File: src/rtl/gpio_params.svh
// Register indices, field positions, reset values and modes of the port block
`ifndef GPIO_PARAMS_SVH
`define GPIO_PARAMS_SVH
// Register indices; the byte address is four times the index
`define IDX_FIRST_DATA 8'h05
`define IDX_SECOND_DATA 8'h06
`define IDX_CHANGE_CTRL 8'h0b
`define IDX_COMPARATOR 8'h1f
`define IDX_OPTION 8'h81
`define IDX_FIRST_DIR 8'h85
`define IDX_SECOND_DIR 8'h86
`define IDX_VREF 8'h9f
// Reset values
`define RST_FIRST_DIR 6'h3f
`define RST_SECOND_DIR 8'hff
`define RST_OPTION 8'hff
`define RST_VREF 8'h00
`define RST_CMP_MODE 3'h0
// Field positions and masks
`define OPT_PULLUP_N_BIT 7
`define VREF_OUT_EN_BIT 6
`define VREF_WR_MASK 8'hef
`define CMP_OPEN_DRAIN_BIT 4
// Comparator modes with a fixed pin meaning
`define CMP_MODE_RESET 3'h0
`define CMP_MODE_OUTPUTS 3'h6
`define CMP_MODE_OFF 3'h7
`define CMP_ANALOG_MASK 6'h0f
`define VREF_PIN_MASK 6'h04
// Bus answers
`define RESP_OKAY 2'h0
`define RESP_SLVERR 2'h2
`endif

File: src/rtl/gpio_pkg.sv
// Types shared by the port block
package gpio_pkg;
    // Complete register state of the port block
    typedef struct packed {
        logic [5:0] first_latch;
        logic [5:0] first_dir;
        logic [2:0] cmp_mode;
        logic cmp_cis;
        logic [7:0] vref_ctl;
        logic [7:0] second_latch;
        logic [7:0] second_dir;
        logic [7:0] option;
        logic [3:0] old_upper;
        logic change_flag;
        logic bvalid;
        logic [1:0] bresp;
        logic rvalid;
        logic [31:0] rdata;
        logic [1:0] rresp;
    } gpio_state_t;
    // One group of pin drive signals
    typedef struct packed {
        logic [7:0] value;
        logic [7:0] oe_n;
    } pin_drive_t;
endpackage

File: src/rtl/dual_port_gpio.sv
// Dual general-purpose port block with change detection, behind AXI4-Lite
//--------------------------------------------------------------------
//--------------------------------------------------------------------
`timescale 1ns/1ps
`default_nettype none
`include "gpio_params.svh"
module dual_port_gpio import gpio_pkg::*; #(
    parameter int ADDR_W = 12
) (
    // Clock and reset
    input wire logic core_clk_in,
    input wire logic rst_in,
    // AXI4-Lite write channels
    input wire logic [ADDR_W-1:0] s_axi_awaddr_in,
    input wire logic s_axi_awvalid_in,
    output logic s_axi_awready_out,
    input wire logic [31:0] s_axi_wdata_in,
    input wire logic [3:0] s_axi_wstrb_in,
    input wire logic s_axi_wvalid_in,
    output logic s_axi_wready_out,
    output logic [1:0] s_axi_bresp_out,
    output logic s_axi_bvalid_out,
    input wire logic s_axi_bready_in,
    // AXI4-Lite read channels
    input wire logic [ADDR_W-1:0] s_axi_araddr_in,
    input wire logic s_axi_arvalid_in,
    output logic s_axi_arready_out,
    output logic [31:0] s_axi_rdata_out,
    output logic [1:0] s_axi_rresp_out,
    output logic s_axi_rvalid_out,
    input wire logic s_axi_rready_in,
    // First port pins
    input wire logic [5:0] first_pin_in,
    output logic [5:0] first_pin_out,
    output logic [5:0] first_pin_oe_n_out,
    // Second port pins and pull-ups
    input wire logic [7:0] second_pin_in,
    output logic [7:0] second_pin_out,
    output logic [7:0] second_pin_oe_n_out,
    output logic [7:0] second_pullup_en_out,
    // Comparator and reference links
    input wire logic comparator_one_result_in,
    input wire logic comparator_two_result_in,
    output logic [5:0] analog_select_out,
    output logic comparator_ground_out,
    output logic [2:0] comparator_mode_out,
    output logic comparator_input_switch_out,
    output logic [7:0] vref_control_out,
    // Timer clock, change request and wake
    output logic timer_external_clock_out,
    output logic second_port_change_request_out,
    output logic wake_request_out
);
    //----------------------------------------------------------------
    // Input synchronisers
    //----------------------------------------------------------------
    logic [15:0] synced; // Filtered pin and comparator levels
    logic [5:0] first_lvl; // First port pin levels
    logic [7:0] second_lvl; // Second port pin levels
    logic [1:0] cmp_lvl; // Comparator results

    pin_sync #(
        .W(16)
    ) u_sync (
        .core_clk_in(core_clk_in),
        .rst_in(rst_in),
        .raw_in({comparator_two_result_in, comparator_one_result_in,
                 second_pin_in, first_pin_in}),
        .level_out(synced)
    );
    assign first_lvl = synced[5:0];
    assign second_lvl = synced[13:6];
    assign cmp_lvl = synced[15:14];

    //----------------------------------------------------------------
    // State and decode
    //----------------------------------------------------------------
    gpio_state_t q; // Registered state
    gpio_state_t d; // Next state
    logic wr_fire; // Write taken this cycle
    logic rd_fire; // Read taken this cycle
    logic [7:0] wr_idx; // Register index of the write
    logic [7:0] rd_idx; // Register index of the read
    logic [7:0] wbyte; // Low byte lane of write data
    logic wlane; // Low byte lane enabled
    logic [5:0] an_mask; // Pins whose digital input is off
    logic cmp_outputs; // Comparator outputs on pins
    logic [5:0] first_read; // First port value as software sees it
    logic [5:0] first_drive; // Value offered to first port drivers
    logic [3:0] mismatch; // Per-pin change against last read or write of the port
    logic change_clear; // Software clears the change flag
    pin_drive_t second_drv; // Second port drivers

    // Write waits for both address and data, one at a time
    assign wr_fire = s_axi_awvalid_in & s_axi_wvalid_in & ~q.bvalid;
    assign rd_fire = s_axi_arvalid_in & ~q.rvalid;
    assign wr_idx = s_axi_awaddr_in[9:2];
    assign rd_idx = s_axi_araddr_in[9:2];
    assign wbyte = s_axi_wdata_in[7:0];
    assign wlane = s_axi_wstrb_in[0];

    //----------------------------------------------------------------
    // Pin function selection
    //----------------------------------------------------------------
    // Analog pins lose their digital path; off mode frees all but bit two when the reference output is on
    always_comb begin
        an_mask = (q.cmp_mode == `CMP_MODE_OFF) ? 6'h00 : `CMP_ANALOG_MASK;
        if (q.vref_ctl[`VREF_OUT_EN_BIT]) begin
            an_mask = an_mask | `VREF_PIN_MASK;
        end
    end
    assign cmp_outputs = (q.cmp_mode == `CMP_MODE_OUTPUTS);
    assign first_read = first_lvl & ~an_mask;

    // In outputs mode, comparator results replace the latch on bits three and four
    always_comb begin
        first_drive = q.first_latch;
        if (cmp_outputs) begin
            first_drive[3] = cmp_lvl[0];
            first_drive[4] = cmp_lvl[1];
        end
    end

    //----------------------------------------------------------------
    // Change detection on the upper second port pins
    //----------------------------------------------------------------
    // Only upper pins set as inputs take part in the comparison
    for (genvar g = 0; g < 4; g++) begin : g_mismatch
        assign mismatch[g] = q.second_dir[g + 4]
            & (second_lvl[g + 4] ^ q.old_upper[g]);
    end
    // Writing zero to bit zero clears; writing one cannot fake a change
    assign change_clear = wr_fire & wlane & (wr_idx == `IDX_CHANGE_CTRL)
        & ~wbyte[0];

    //----------------------------------------------------------------
    // Next state
    //----------------------------------------------------------------
    // Register writes, read answers and flag upkeep in one place
    always_comb begin
        d = q;
        if (q.bvalid && s_axi_bready_in) begin
            d.bvalid = 1'b0;
        end
        if (q.rvalid && s_axi_rready_in) begin
            d.rvalid = 1'b0;
        end
        // Writes land in the cycle both halves are offered
        if (wr_fire) begin
            d.bvalid = 1'b1;
            d.bresp = `RESP_OKAY;
            case (wr_idx)
                `IDX_FIRST_DATA: begin
                    // Untouched lane stores the pins back, as a merge would
                    d.first_latch = wlane ? wbyte[5:0] : first_read;
                end
                `IDX_SECOND_DATA: begin
                    d.second_latch = wlane ? wbyte : second_lvl;
                    d.old_upper = second_lvl[7:4];
                end
                `IDX_CHANGE_CTRL: begin
                    // Flag clear is handled with the flag below
                end
                `IDX_COMPARATOR: begin
                    // Result bits are read-only
                    if (wlane) begin
                        d.cmp_mode = wbyte[2:0];
                        d.cmp_cis = wbyte[3];
                    end
                end
                `IDX_OPTION: begin
                    if (wlane) begin
                        d.option = wbyte;
                    end
                end
                `IDX_FIRST_DIR: begin
                    if (wlane) begin
                        d.first_dir = wbyte[5:0];
                    end
                end
                `IDX_SECOND_DIR: begin
                    if (wlane) begin
                        d.second_dir = wbyte;
                    end
                end
                `IDX_VREF: begin
                    // Bit four is not implemented
                    if (wlane) begin
                        d.vref_ctl = wbyte & `VREF_WR_MASK;
                    end
                end
                default: begin
                    // Nothing lives here
                    d.bresp = `RESP_SLVERR;
                end
            endcase
        end
        // Read answer is captured into flip-flops
        if (rd_fire) begin
            d.rvalid = 1'b1;
            d.rresp = `RESP_OKAY;
            d.rdata = 32'h0000_0000;
            case (rd_idx)
                `IDX_FIRST_DATA: begin
                    // Pins, with analog inputs forced to zero
                    d.rdata[7:0] = {2'b00, first_read};
                end
                `IDX_SECOND_DATA: begin
                    d.rdata[7:0] = second_lvl;
                    d.old_upper = second_lvl[7:4];
                end
                `IDX_CHANGE_CTRL: begin
                    d.rdata[0] = q.change_flag;
                end
                `IDX_COMPARATOR: begin
                    d.rdata[7:0] = {cmp_lvl[1], cmp_lvl[0], 2'b00, q.cmp_cis, q.cmp_mode};
                end
                `IDX_OPTION: begin
                    d.rdata[7:0] = q.option;
                end
                `IDX_FIRST_DIR: begin
                    d.rdata[7:0] = {2'b00, q.first_dir};
                end
                `IDX_SECOND_DIR: begin
                    d.rdata[7:0] = q.second_dir;
                end
                `IDX_VREF: begin
                    d.rdata[7:0] = q.vref_ctl;
                end
                default: begin
                    d.rresp = `RESP_SLVERR;
                end
            endcase
        end
        // Set wins over a clear in the same cycle
        d.change_flag = (|mismatch) | (q.change_flag & ~change_clear);
    end

    //----------------------------------------------------------------
    // State register
    //----------------------------------------------------------------
    // Every reset is treated as power-on: pull-ups off, pins input
    always_ff @(posedge core_clk_in or posedge rst_in) begin
        if (rst_in) begin
            q.first_latch <= 6'h00;
            q.first_dir <= `RST_FIRST_DIR;
            q.cmp_mode <= `RST_CMP_MODE;
            q.cmp_cis <= 1'b0;
            q.vref_ctl <= `RST_VREF;
            q.second_latch <= 8'h00;
            q.second_dir <= `RST_SECOND_DIR;
            q.option <= `RST_OPTION;
            q.old_upper <= 4'h0;
            q.change_flag <= 1'b0;
            q.bvalid <= 1'b0;
            q.bresp <= 2'h0;
            q.rvalid <= 1'b0;
            q.rdata <= 32'h0000_0000;
            q.rresp <= 2'h0;
        end else begin
            q <= d;
        end
    end

    //----------------------------------------------------------------
    // Bus outputs
    //----------------------------------------------------------------
    // Ready is combinational, so a channel is taken the cycle it is offered with no answer pending and, for writes, both halves offered
    assign s_axi_awready_out = wr_fire;
    assign s_axi_wready_out = wr_fire;
    assign s_axi_bvalid_out = q.bvalid;
    assign s_axi_bresp_out = q.bresp;
    assign s_axi_arready_out = rd_fire;
    assign s_axi_rvalid_out = q.rvalid;
    assign s_axi_rdata_out = q.rdata;
    assign s_axi_rresp_out = q.rresp;

    //----------------------------------------------------------------
    // Pin drivers
    //----------------------------------------------------------------
    // Direction rules every pin, comparator inputs included
    always_comb begin
        first_pin_out = first_drive;
        first_pin_oe_n_out = q.first_dir;
        // Bit four only ever pulls low; a one releases it
        first_pin_out[`CMP_OPEN_DRAIN_BIT] = 1'b0;
        first_pin_oe_n_out[`CMP_OPEN_DRAIN_BIT] = q.first_dir[4] | first_drive[4];
    end

    // Second port drives its latch where direction allows
    assign second_drv.value = q.second_latch;
    assign second_drv.oe_n = q.second_dir;
    assign second_pin_out = second_drv.value;
    assign second_pin_oe_n_out = second_drv.oe_n;
    // One shared enable, but an output pin never keeps its pull-up
    for (genvar p = 0; p < 8; p++) begin : g_pullup
        assign second_pullup_en_out[p] = ~q.option[`OPT_PULLUP_N_BIT]
            & q.second_dir[p];
    end

    // Comparator, reference, timer and request lines
    assign analog_select_out = an_mask;
    assign comparator_ground_out = (q.cmp_mode == `CMP_MODE_RESET);
    assign comparator_mode_out = q.cmp_mode;
    assign comparator_input_switch_out = q.cmp_cis;
    assign vref_control_out = q.vref_ctl;
    assign timer_external_clock_out = first_lvl[4];
    assign second_port_change_request_out = q.change_flag;
    assign wake_request_out = q.change_flag;

    //----------------------------------------------------------------
    // Checks
    //----------------------------------------------------------------
    // Open-drain bit four never drives high
    open_drain_low_a: assert property (@(posedge core_clk_in) disable iff (rst_in)
        !first_pin_out[`CMP_OPEN_DRAIN_BIT])
        else $error("first port bit four driven high");
    // A first port pin set as input is never driven
    input_pin_hiz_a: assert property (@(posedge core_clk_in) disable iff (rst_in)
        (first_pin_oe_n_out & q.first_dir) == q.first_dir)
        else $error("first port input pin driven");
    // Output pins of the second port lose their pull-up
    pullup_output_off_a: assert property (@(posedge core_clk_in) disable iff (rst_in)
        (second_pullup_en_out & ~q.second_dir) == 8'h00)
        else $error("pull-up left on an output pin");
    // Data read answers with the masked pin levels
    first_read_pins_a: assert property (@(posedge core_clk_in) disable iff (rst_in)
        rd_fire && (rd_idx == `IDX_FIRST_DATA) |=> s_axi_rdata_out == {26'h0, $past(first_read)})
        else $error("first port read not the pin levels");
    // Data write lands in the latch
    first_write_latch_a: assert property (@(posedge core_clk_in) disable iff (rst_in)
        wr_fire && wlane && (wr_idx == `IDX_FIRST_DATA) |=> q.first_latch == $past(wbyte[5:0]))
        else $error("first port write missed the latch");
    // A mismatch always raises the flag
    mismatch_sets_flag_a: assert property (@(posedge core_clk_in) disable iff (rst_in)
        (|mismatch) |=> q.change_flag)
        else $error("mismatch did not set the change flag");
    // The flag stays until software clears it
    flag_sticky_a: assert property (@(posedge core_clk_in) disable iff (rst_in)
        q.change_flag && !change_clear |=> q.change_flag)
        else $error("change flag dropped without a clear");
endmodule // dual_port_gpio
`default_nettype wire

File: src/rtl/pin_sync.sv
// Three-stage input synchroniser that accepts a change once stages two and three agree
`timescale 1ns/1ps
`default_nettype none
module pin_sync #(
    parameter int W = 16
) (
    // Clock and reset
    input wire logic core_clk_in,
    input wire logic rst_in,
    // Raw and filtered levels
    input wire logic [W-1:0] raw_in,
    output logic [W-1:0] level_out
);
    // All stages in one packed state
    typedef struct packed {
        logic [W-1:0] s1;
        logic [W-1:0] s2;
        logic [W-1:0] s3;
        logic [W-1:0] lvl;
    } sync_state_t;
    sync_state_t q;
    sync_state_t d;

    // Stage one feeds stage two only; the filter looks at two and three
    always_comb begin
        d = q;
        d.s1 = raw_in;
        d.s2 = q.s1;
        d.s3 = q.s2;
        for (int i = 0; i < W; i++) begin
            if (q.s2[i] == q.s3[i]) begin
                d.lvl[i] = q.s3[i];
            end
        end
    end

    // State register
    always_ff @(posedge core_clk_in or posedge rst_in) begin
        if (rst_in) begin
            q <= '0;
        end else begin
            q <= d;
        end
    end

    assign level_out = q.lvl;
endmodule // pin_sync
`default_nettype wire

File: config.mk
export PLATFORM = sky130hd
export DESIGN_NAME = dual_port_gpio
export DESIGN_NICKNAME = d
export VERILOG_FILES = /design/src/rtl/gpio_pkg.sv /design/src/rtl/dual_port_gpio.sv /design/src/rtl/pin_sync.sv
export VERILOG_INCLUDE_DIRS = /design/src /design/src/rtl
export SDC_FILE = /design/constraint.sdc
export NUM_CORES = 1
export LEC_CHECK = 0
export ABC_CLOCK_PERIOD_IN_PS = 2600
export BUFFER_PORTS_ARGS = -buffer_cell sky130_fd_sc_hd__buf_2
export CAP_MARGIN = 40
export CORE_UTILIZATION = 35
export DETAILED_ROUTE_END_ITERATION = 6
export SETUP_SLACK_MARGIN = 0.5
export SYNTH_ARGS = -nofsm -noshare
export SYNTH_HDL_FRONTEND = slang
export SYNTH_HIERARCHICAL = 1
export SYNTH_SLANG_ARGS = --single-unit
File: constraint.sdc
create_clock -name core_clk_in -period 2.6 [get_ports core_clk_in]
set_input_delay 0.13 -clock core_clk_in [delete_from_list [all_inputs] [get_ports core_clk_in]]
set_output_delay 0.13 -clock core_clk_in [all_outputs]
set_load 0.03 [all_outputs]
### Word-level counts from Yosys, hierarchy flattened

Cells that the tools add are included.

* eq/ne operators: 34
* muxes and demuxes: 17
* bitwise operators: 32
* reductions and logical operators: 15

Operators by type and width (number)
* $eq 8x8->1 const B: 8
* $pmux 7 s7: 1
* $mux 35: 1
* $eq 8x3->1 const B: 4
* $mux 4: 5
* $and 1x1->1: 19
* $eq 1x1->1: 16
* $eq 8x4->1 const B: 2
* $eq 8x5->1 const B: 2
* $reduce_or 8->1: 2
* $reduce_and 3->1: 5
* $mux 8: 1
* $pmux 1 s8: 1
* $and 6x6->6: 1
* $eq 3x3->1 const B: 2
* $mux 2: 3
* $mux 3: 2
* $mux 6: 1
* $not 4->6: 1
* $not 1->1: 5
* $reduce_and 2->1: 2
* $reduce_bool 2->1: 2
* $reduce_or 4->1: 1
* $xor 1x1->1: 4
* other kinds (4): 7

* register bits after elaboration: 130
* input port bits: 83
* output and inout port bits: 99
* logic and storage cells: 132

### Longest topological paths before layout

Gate-level depths: netlist of the first run.

* word-level depth: 8
* mapped depth: 7
* mapped depth without buffers: 7

### Modules after synthesis

Netlist of the first run, hierarchy kept.

Modules (own cells, without submodules)
* dual_port_gpio: times used 1, cells each 412, area an instance 4141.5 µm², sequential area each 1629.1 µm²
* pin_sync: times used 1, cells each 97, area an instance 1905.6 µm², sequential area each 1601.5 µm²

### Worst setup path before layout of the first run

No wires, ideal clock.

* path kind: register -> register
* start: reg q, in the netlist s_axi_bvalid_out
* end: reg q[43] (netlist name)
* library setup time: 0.082 ns
* arrival: 1.772 ns
* required time: 2.518 ns
* slack: 0.746 ns
* stages on the path, launching flop included: 6
* path buffers: 0
* period minus slack after synthesis: 1.854 ns
* cell sequence: dfrtp_1 -> nand3b_4 -> inv_2 -> nand3_2 -> nor3b_4 -> mux2_2

* word-level cells in the longest chain between the ends: 3

RTL lines
* start, declared: line dual_port_gpio.sv:78 `gpio_state_t q;`
* $not 1->1: line dual_port_gpio.sv:95 `assign wr_fire = s_axi_awvalid_in & s_axi_wvalid_in & ~q.bvalid;`
* $and 1x1->1: line dual_port_gpio.sv:95
* net s_axi_awready_out: line dual_port_gpio.sv:16 `output logic s_axi_awready_out,`
* $reduce_and 3->1 (no source line)

The timed path passes the listed nets, and every way through them passes these cells.
A chain may end at the register's enable or synchronous reset.

### Worst setup path in the final report of the first run

* start: reg q, in the netlist s_axi_bvalid_out
* end: reg q[45] (netlist name)

* word-level cells in the longest chain between the ends: 3

RTL lines (line)
* $not 1->1: dual_port_gpio.sv:95
* $and 1x1->1: dual_port_gpio.sv:95
* $reduce_and 3->1 (no source line)

Every way passes these cells.

==> key figures, run 1 <==
Finish
  • Post-Layout Cell Count: about 820
  • Area Growth Syn to Fin: 16.2%
  • N_diodes: 0
  • Final #Nets: about 670
  • Fraction of layout cells with a size suffix above 1: 0.417

Route
  • Via count: 3927
  • Initial DRC Count: between 200 and 250
  • Post-DR wirelength/cell: between 15 and 20 um
  • Residual DRC count: 0
  • Final ANT Viol Nets: 0
  • Vias per inst: 4.81
  • Pre-Repair DR Iteration Count: 6
  • Routed Wire Length: approximately 14000 um

Synthesis
  • Sequential fraction of the synthesis area: 0.534
  • Synth Warn #: 6
  • Cell Area, Synth: 6050 um^2
  • Cell taking the most area after synthesis: dfrtp_1
  • Post-synth top flop: dfrtp_1
  • Avg Cell Area, Syn: between 10 and 15 um^2
  • Asr flop ratio synth: 1.00
  • Post-synth EDFFs: 0
  • Count of different cell masters after synthesis: roughly 60
  • Gate Count Post-Synth: 509
  • Main area contributors after synthesis: dfrtp_1 44%, buf_4 12%, dfstp_2 9.6%
  • Post-synthesis register bit count: 128
  • Top cell type's share of synthesized area: 0.439

Floorplanning
  • Core area: 16700 um^2
  • Chip width: 133 um
  • Starting density of the core: 0.362
  • Num ports: between 150 and 200
  • Die H: ~130 um
  • Std cell rows: 47
  • Die ar.: between 15000 and 20000 um^2

Min path
  • Hold/Removal Path Class: input port to register
  • Worst Hold End: s_axi_bvalid_out
  • Hold path cells: 3
  • Hold Path Origin: s_axi_wvalid_in

Clock network
  • Hold-fix buffers, CTS: 19
  • Clk_lat worst skew: 0.42 ns
  • Num Clock Sinks: 128
  • Root Buffer: clkbuf_16
  • Number of gates resized after cts: 0
  • CTS H-tree lvls: 4
  • CTS tree: done
  • Clk pin slew, worst setup/hold paths: 0.06 ns
  • CTS Buf Count: 17
  • Clock Path Buffers: 2
  • Post-CTS Setup Repair Bufs: 0

STA
  • Final period util: 0.750
  • Fmax: 513 MHz
  • Fin crit period: between 1.5 and 2 ns
  • Worst-margin pin slew: approximately 0.77 ns
  • Setup violators final: 0
  • Setup TNS: 0 ns
  • Worst Skew: between 0.009 and 0.01 ns
  • Slew Limit Headroom: 0.489
  • Slew Viols, Final: 0
  • Fin. Hold Viols: 0
  • RSZ-0062 raised after global routing: no

Placement
  • Placed insts: 766
  • Port bufs: 116
  • Final RePlAce weighted congestion: around 0.85
  • DP Wirelength: 10400 um

Global route
  • GRT overflow: 0
  • GRT Util Overall: 0.171
  • Vias in the first global route: 3739
  • Initial antenna violation count: 0
  • First-pass GRT wire length: about 22000 um
  • Pin count of the biggest net entering global routing: 65

Critical path
  • RR Startpoint: s_axi_bvalid_out
  • FF-to-FF path depth: 5
  • WS Path Type: register to register
  • Crit path launch type: register
  • Worst-path maximum fanout: 8
  • Worst EP required: 2.94 ns
  • Crit end category: register
  • FF-to-FF setup slack: 0.65 ns
  • Worst EP arrival: 2.29 ns
  • Reg-to-Reg End: q[45]

Run
  • Max Cap Viol: 0

Pwr
  • Leakage: ~3.3 nW
  • Pwr dens: 713 nW/um^2
  • Peak VDD IR: 0.000441 V

Run status
  • Status: completed
[critical path, cell delays in order, from the launching register on]
cell and delay [ns]:
dfrtp_1 0.39, nand3b_4 0.18, inv_2 0.11, nand3_2 0.16, nor3b_4 0.61, mux2_2 0.41
[synthesized netlist by cell type, types with 7 or more instances]
cell     instances
dfrtp_1        106
buf_4           95
mux2_2          39
nand2_1         29
dfstp_2         22
mux2i_1         17
maj3_2          16
nor2_1          16
a21oi_1         15
o21ai_0         15
buf_2           10
nand3_1          9
inv_1            8
nand4_1          8
nor2b_1          8
o21ai_1          8
a22o_1           7
nor3_1           7
[power breakdown]
group	internal (mW)	switching (mW)	total (mW)
Sequential	2.09	0.0700	2.16
Clock	1.45	0.936	2.39
Combinational	0.157	0.308	0.465
[state kept, by name, indices dropped and copies added (netlist names), 3 cells and up]
name                 cells
first_pin_out            4
second_pin_out           8
first_pin_oe_n_out       5
vref_control_out         7
u_sync/d                32
comparator_mode_out      3
u_sync/level_out        16
second_pin_oe_n_out      8
q                       15
s_axi_rdata_out          8
u_sync/q                16
[metrics by stage]
step	total power, mW	area [um^2]	setup slack (ns)	hold slack [ns]	utilization
after global routing	5.20	7030	0.544	0.0253	0.421
after global placement	2.63	6240	0.739	0.237	0.374
final	5.01	7030	0.650	0.0165	0.421
after floorplan	2.58	6160	0.746	0.161	-
after CTS	5.06	7030	0.633	0.0107	0.421
after detailed placement	2.64	6240	0.659	0.239	0.374
[worst max path at each step]
stage | from | to | slack, ns
global route | s_axi_bvalid_out | q[45] | 0.54
detailed placement | s_axi_bvalid_out | q[45] | 0.66
global placement | s_axi_wstrb_in[0] | second_pin_oe_n_out[1] | 0.74
CTS | s_axi_bvalid_out | q[45] | 0.63
floorplan | s_axi_bvalid_out | q[43] | 0.75
finish | s_axi_bvalid_out | q[45] | 0.65
[metal layers]
| metal | global-route usage | vias to the layer above | wire length (um) |
|---|---|---|---|
| met4 | 0.0593 | 0 | 169 |
| li1 | - | 1812 | - |
| met1 | 0.233 | 1957 | 6630 |
| met5 | 0 | - | 0 |
| met2 | 0.254 | 143 | 6490 |
| met3 | 0.0548 | 15 | 1060 |
[logic make-up after synthesis]
kind of cell | count (synthesis) | share of synthesized area
AO/OA/AOI/OAI | 70 | 0.0747
XOR/XNOR | 4 | 0.00579
adder cells (fa/ha/maj) | 16 | 0.0298
multiplexers | 60 | 0.111
buffers and inverters | 120 | 0.138
other | 1 | 0.000620
flip-flops | 128 | 0.534
AND/OR/NAND/NOR | 110 | 0.106
[layout by cell type (no fill, tap or decap), types with 5 or more instances in the layout]
master / Yosys / final
a22o_1: 7 / 7
mux2_2: 39 / 39
maj3_2: 16 / 16
o21ai_0: 15 / 15
nand4_1: 8 / 8
nand2_1: 29 / 29
inv_1: 8 / 6
dfstp_2: 22 / 22
nor2_1: 16 / 16
dlygate4sd3_1: 0 / 19
clkbuf_16: 0 / 17
o21ai_1: 8 / 8
dfrtp_1: 106 / 106
conb_1: 1 / 30
a21oi_1: 15 / 15
buf_2: 10 / 116
nor2_2: 5 / 5
nor2b_1: 8 / 8
nor3_1: 7 / 7
nand3_1: 9 / 9
mux2i_1: 17 / 17
[layout make-up]
type                       count  area, um^2
fill                        1593        9670
multi-input combinational    290        2090
inverter                      10        37.5
tap                          220         275
clock buffer                  18         439
clock inverter                14         158
timing repair buffer         137         798
sequential                   128        3230
Power figures use the tool's default switching activity.
==> run 2, diff against run 1 <==
- ABC_CLOCK_PERIOD_IN_PS: 2600 -> 1730
- clock period: 2.6 -> 1.73 ns (I/O delays scaled with it)
==> run 2 against run 1 <==
Against the previous run: setup slack got worse by 0.57 ns; sequential share of layout area fell by 6.7 points; via count grew 6.8%; clock skew is 0.0015 ns lower; clock power up 54%; cell count rose by 6.9%; register-to-register slack got worse by 0.54 ns; critical path depth down 2; core utilization rose by 7.5 points.
==> key figures, run 2 (same netlist as run 1, synthesis figures left out) <==
STA
  • Fin crit period: 1.65 ns
  • Setup TNS: 0 ns
  • Setup violators final: 0
  • Fin. Hold Viols: 0
  • Fmax: between 600 and 700 MHz
  • Final period util: 0.951
  • Slew Viols, Final: 0
  • RSZ-0062 raised after global routing: yes
  • Worst Skew: 0.00802 ns

Clock network
  • CTS tree: done
  • Clock Path Buffers: 2
  • Root Buffer: clkbuf_16
  • CTS Buf Count: 17
  • Clk_lat worst skew: 0.41 ns
  • Clk pin slew, worst setup/hold paths: 0.06 ns
  • CTS H-tree lvls: 4
  • Num Clock Sinks: 128

Global route
  • First-pass GRT wire length: between 20000 and 25000 um
  • Vias in the first global route: 4166
  • Pin count of the biggest net entering global routing: between 60 and 70
  • Initial antenna violation count: 0
  • GRT Util Overall: 0.177
  • GRT overflow: 0

Pwr
  • Pwr dens: 938 nW/um^2
  • Peak VDD IR: 0.000664 V
  • Leakage: 3.77 nW
  • Power Total: ~7.8 mW

Min path
  • Hold/Removal Path Class: input port to register

Run
  • Max Cap Viol: 0

Critical path
  • Crit path launch type: register
  • Worst EP arrival: 1.56 ns
  • Cell at the slowest stage of the critical path: dfrtp_2
  • FF-to-FF setup slack: 0.11 ns
  • WS Path Type: register to output port
  • Crit end category: output port
  • CP peak stage delay: about 0.42 ns
  • Worst EP required: 1.64 ns
  • Worst-path maximum fanout: 3
  • Worst path cell trace: nand3b_1 -> mux2_4 -> buf_6

Floorplanning
  • Core area: 16700 um^2
  • Num ports: 182
  • Die H: 133 um
  • Std cell rows: 47
  • Die ar.: 17800 um^2
  • Chip width: between 100 and 150 um
  • Starting density of the core: 0.362

Route
  • Routed Wire Length: around 15000 um
  • Pre-Repair DR Iteration Count: 4
  • Final ANT Viol Nets: 0
  • Residual DRC count: 0
  • Vias per inst: 4.80
  • Post-DR wirelength/cell: 17.4 um
  • Via count: 4193
  • Initial DRC Count: 278

Finish
  • Final #Nets: 723
  • Fill count: 1476
  • Most frequent cells in the layout: 96 x dfrtp_1, 81 x buf_2, 39 x buf_6, 38 x mux2_4, 37 x buf_4
  • Commonest non-fill, non-tap cell in the layout: dfrtp_1
  • Area Growth Syn to Fin: 36.9%
  • Fraction of layout cells with a size suffix above 1: 0.541
  • N_diodes: 0
  • Max FFs per register: 32

Placement
  • Final RePlAce weighted congestion: 0.869
  • DP Wirelength: 10200 um
  • Port bufs: around 120

Run status
  • Status: completed
==> run 2: layout make-up <==
cell class / instances / area [um^2] / share of cell area
multi-input combinational: 290 / 2460 / 0.298
inverter: 10 / 72.6 / 0.00877
timing repair buffer: 193 / 1610 / 0.194
tap: 220 / 275 / 0.0332
clock inverter: 11 / 154 / 0.0186
clock buffer: 21 / 460 / 0.0556
sequential: 128 / 3250 / 0.392
==> run 2: what timing repair did <==
item	in CTS	in global routing
resized for setup	145	48
hold buffers	21	0
pin swaps	14	20
cloned	2	0
endpoints found under the hold margin	130	0
setup endpoints to repair	94	90
buffers inserted	27	11
==> run 2: per-stage QoR <==
step	setup slack [ns]	hold WS [ns]	cell area [um^2]	std cells	utilization
finish	0.0844	0.0248	8280	873	0.496
global route	0.0362	0.0229	8280	873	0.496
CTS	0.0668	0.00264	8010	862	0.480
detailed placement	0.125	0.196	6460	780	0.387
global placement	0.153	0.194	6460	780	0.387
floorplan	0.0421	0.118	6240	538	-
==> run 2: final timing paths <==
check,cells past startpoint,startpoint,endpoint
max in group asynchronous,4,rst_in,second_pin_oe_n_out[1]
worst min-delay path,3,s_axi_awaddr_in[8],s_axi_bresp_out[1]
worst min register to register,0,u_sync/d[40],u_sync/d[24]
worst max register to register,7,s_axi_bvalid_out,second_pin_oe_n_out[6]
worst max-delay path,3,comparator_mode_out[0],first_pin_out[3]
min in group asynchronous,4,rst_in,u_sync/d[44]
==> run 2: critical path, delay by kind of cell (launching register included) <==
kind | cells | cell delay (ns)
multiplexers | 1 | 0.35
AND/OR/NAND/NOR | 1 | 0.23
flip-flops | 1 | 0.42
buffers and inverters | 1 | 0.14
==> run 2: layer usage <==
| layer | vias up | wire length [um] | global-route usage | part of all wire |
|---|---|---|---|---|
| met5 | - | 0 | 0 | 0 |
| met3 | 23 | 1030 | 0.0582 | 0.068 |
| met1 | 2107 | 6670 | 0.229 | 0.44 |
| met4 | 0 | 353 | 0.0777 | 0.023 |
| li1 | 1924 | - | - | - |
| met2 | 139 | 7130 | 0.270 | 0.47 |
==> run 2: report_power, final <==
part / internal [mW] / switching, mW
clock network: 2.35 / 1.31
registers: 3.14 / 0.0997
logic: 0.330 / 0.522
total: 5.83 / 1.94
==> run 3, diff against run 2 <==
- ABC_CLOCK_PERIOD_IN_PS: 1730 -> 1480
- clock period: 1.73 -> 1.48 ns (I/O delays scaled with it)
==> run 3 against run 2 <==
Against the previous run: the flow now finishes with violations (negative setup slack); combinational power up 38%; count of clock-buffer cells in the layout up 1; total power up 13%.
==> key figures, run 3 (same netlist as run 1, synthesis figures left out) <==
Run status
  • Status: finished with violations
  • Failing checks: negative setup slack

Finish
  • Final #Nets: 768
  • Commonest non-fill, non-tap cell in the layout: dfrtp_1
  • Fraction of layout cells with a size suffix above 1: 0.599
  • Max FFs per register: 32
  • Post-Layout Cell Count: 918
  • Util after Layout: 0.532
  • Fill count: 1438
  • Most frequent cells in the layout: 98 x dfrtp_1, 86 x buf_6, 65 x buf_4, 47 x buf_2, 30 x conb_1
  • Area Growth Syn to Fin: 47.0%
  • Final Cell Area: 8890 um^2
  • N_diodes: 0

Critical path
  • Worst path cell trace: nand3b_1 -> mux2_4 -> buf_6
  • Worst EP required: 1.41 ns
  • WS Path Type: register to output port
  • Cell at the slowest stage of the critical path: dfrtp_1
  • Worst-path maximum fanout: 2
  • FF-to-FF path depth: 6
  • Crit end category: output port
  • Worst EP arrival: around 1.5 ns
  • CP peak stage delay: roughly 0.38 ns
  • Crit path launch type: register

Placement
  • Placed insts: 809
  • DP Wirelength: 11100 um
  • Dpl ws: -0.0956 ns
  • Area after DPL: 6760 um^2
  • Port bufs: 116
  • Final RePlAce weighted congestion: 0.854

Min path
  • Hold path cells: 3
  • Hold/Removal Path Class: input port to register

Pwr
  • Peak VDD IR: 0.000831 V
  • Pwr dens: slightly below 1000 nW/um^2
  • Power Total: 8.81 mW
  • Leakage: around 4.1 nW

STA
  • RSZ-0062 raised after global routing: yes
  • Setup TNS: -2.59 ns
  • Final hold slack: 0.0346 ns
  • Fin. Hold Viols: 0
  • Fin crit period: around 1.6 ns
  • Worst setup margin: -0.139 ns
  • Final period util: 1.09
  • Fmax: approximately 620 MHz
  • Slew Viols, Final: 0
  • Setup violators final: 56
  • Worst Skew: 0.00810 ns

Floorplanning
  • Die ar.: about 18000 um^2
  • Die H: 133 um
  • Chip width: 133 um
  • Num ports: between 150 and 200
  • Core area: 16700 um^2
  • Starting density of the core: 0.362
  • Std cell rows: 47

Route
  • Routed Wire Length: 16300 um
  • Post-DR wirelength/cell: between 15 and 20 um
  • Met2 wire length: roughly 8000 um
  • Met1 Wirelength: about 7100 um
  • Residual DRC count: 0
  • Top layer reached by signal wires: met4
  • Via count: 4385
  • Pre-Repair DR Iteration Count: 4
  • Vias per inst: 4.78
  • Final ANT Viol Nets: 0
  • Metal3 WL: 741 um
  • Initial DRC Count: approximately 250

Global route
  • Pin count of the biggest net entering global routing: 53
  • GRT overflow: 0
  • First-pass GRT wire length: 24800 um
  • GRT Util Overall: 0.189
  • Initial antenna violation count: 0
  • Vias in the first global route: 4522

Clock network
  • Root Buffer: clkbuf_16
  • CTS Buf Count: 17
  • Clk pin slew, worst setup/hold paths: 0.06 ns
  • Num Clock Sinks: between 100 and 150
  • CTS tree: done
  • CTS H-tree lvls: 4
  • Clock Path Buffers: 2
  • Clk_lat worst skew: 0.42 ns

Run
  • Max Cap Viol: 0
## run 3: cell types whose count changed in the layout (fill, tap and decap cells not counted), sizes merged
cell,before,now
dlygate4sd3,21,24
clkinvlp,4,6
buf,172,214
bufinv,3,0
clkbuf,21,22
## run 3: routing by layer
metal,track usage,up-vias
met5,0,-
met1,0.239,2175
met3,0.0422,41
met2,0.304,155
li1,-,2014
met4,0.0960,0
## run 3: final timing paths
path | startpoint | end | slack [ns]
worst max-delay path | comparator_mode_out[0] | first_pin_out[3] | -0.14
worst min-delay path | s_axi_wvalid_in | s_axi_bvalid_out | 0.03
worst max register to register | s_axi_bvalid_out | q[49] | -0.11
worst min register to register | u_sync/d[36] | u_sync/d[20] | 0.35
max in group asynchronous | rst_in | first_pin_oe_n_out[1] | 0.66
min in group asynchronous | rst_in | u_sync/d[44] | 0.17
## run 3: report_power, final
| group | total (mW) | switching (mW) | internal (mW) |
|---|---|---|---|
| Combinational | 1.18 | 0.652 | 0.525 |
| Clock | 3.83 | 1.54 | 2.28 |
| Sequential | 3.80 | 0.129 | 3.68 |
| Total | 8.81 | 2.32 | 6.48 |
## run 3: cell type report
cell class | instances | area, um^2 | area share
Sequential cell | 128 | 3240 | 0.365
Multi-Input combinational cell | 290 | 2510 | 0.283
Timing Repair Buffer | 238 | 2230 | 0.251
Clock buffer | 22 | 474 | 0.0534
Tap cell | 220 | 275 | 0.0310
Clock inverter | 10 | 78.8 | 0.00887
Inverter | 10 | 65.1 | 0.00732
## run 3: critical path: cells and delay by family, from the launching register on
family | cells | cell delay [ns]
flip-flops | 1 | 0.38
multiplexers | 1 | 0.36
AND/OR/NAND/NOR | 1 | 0.23
buffers and inverters | 1 | 0.14
## run 3: timing repair
item,CTS,global route
endpoints found under the setup margin,133,133
gates cloned,1,1
resized for setup,220,42
pin swaps,15,14
setup buffers,33,18
hold buffers,24,0
hold endpoints to repair,139,0
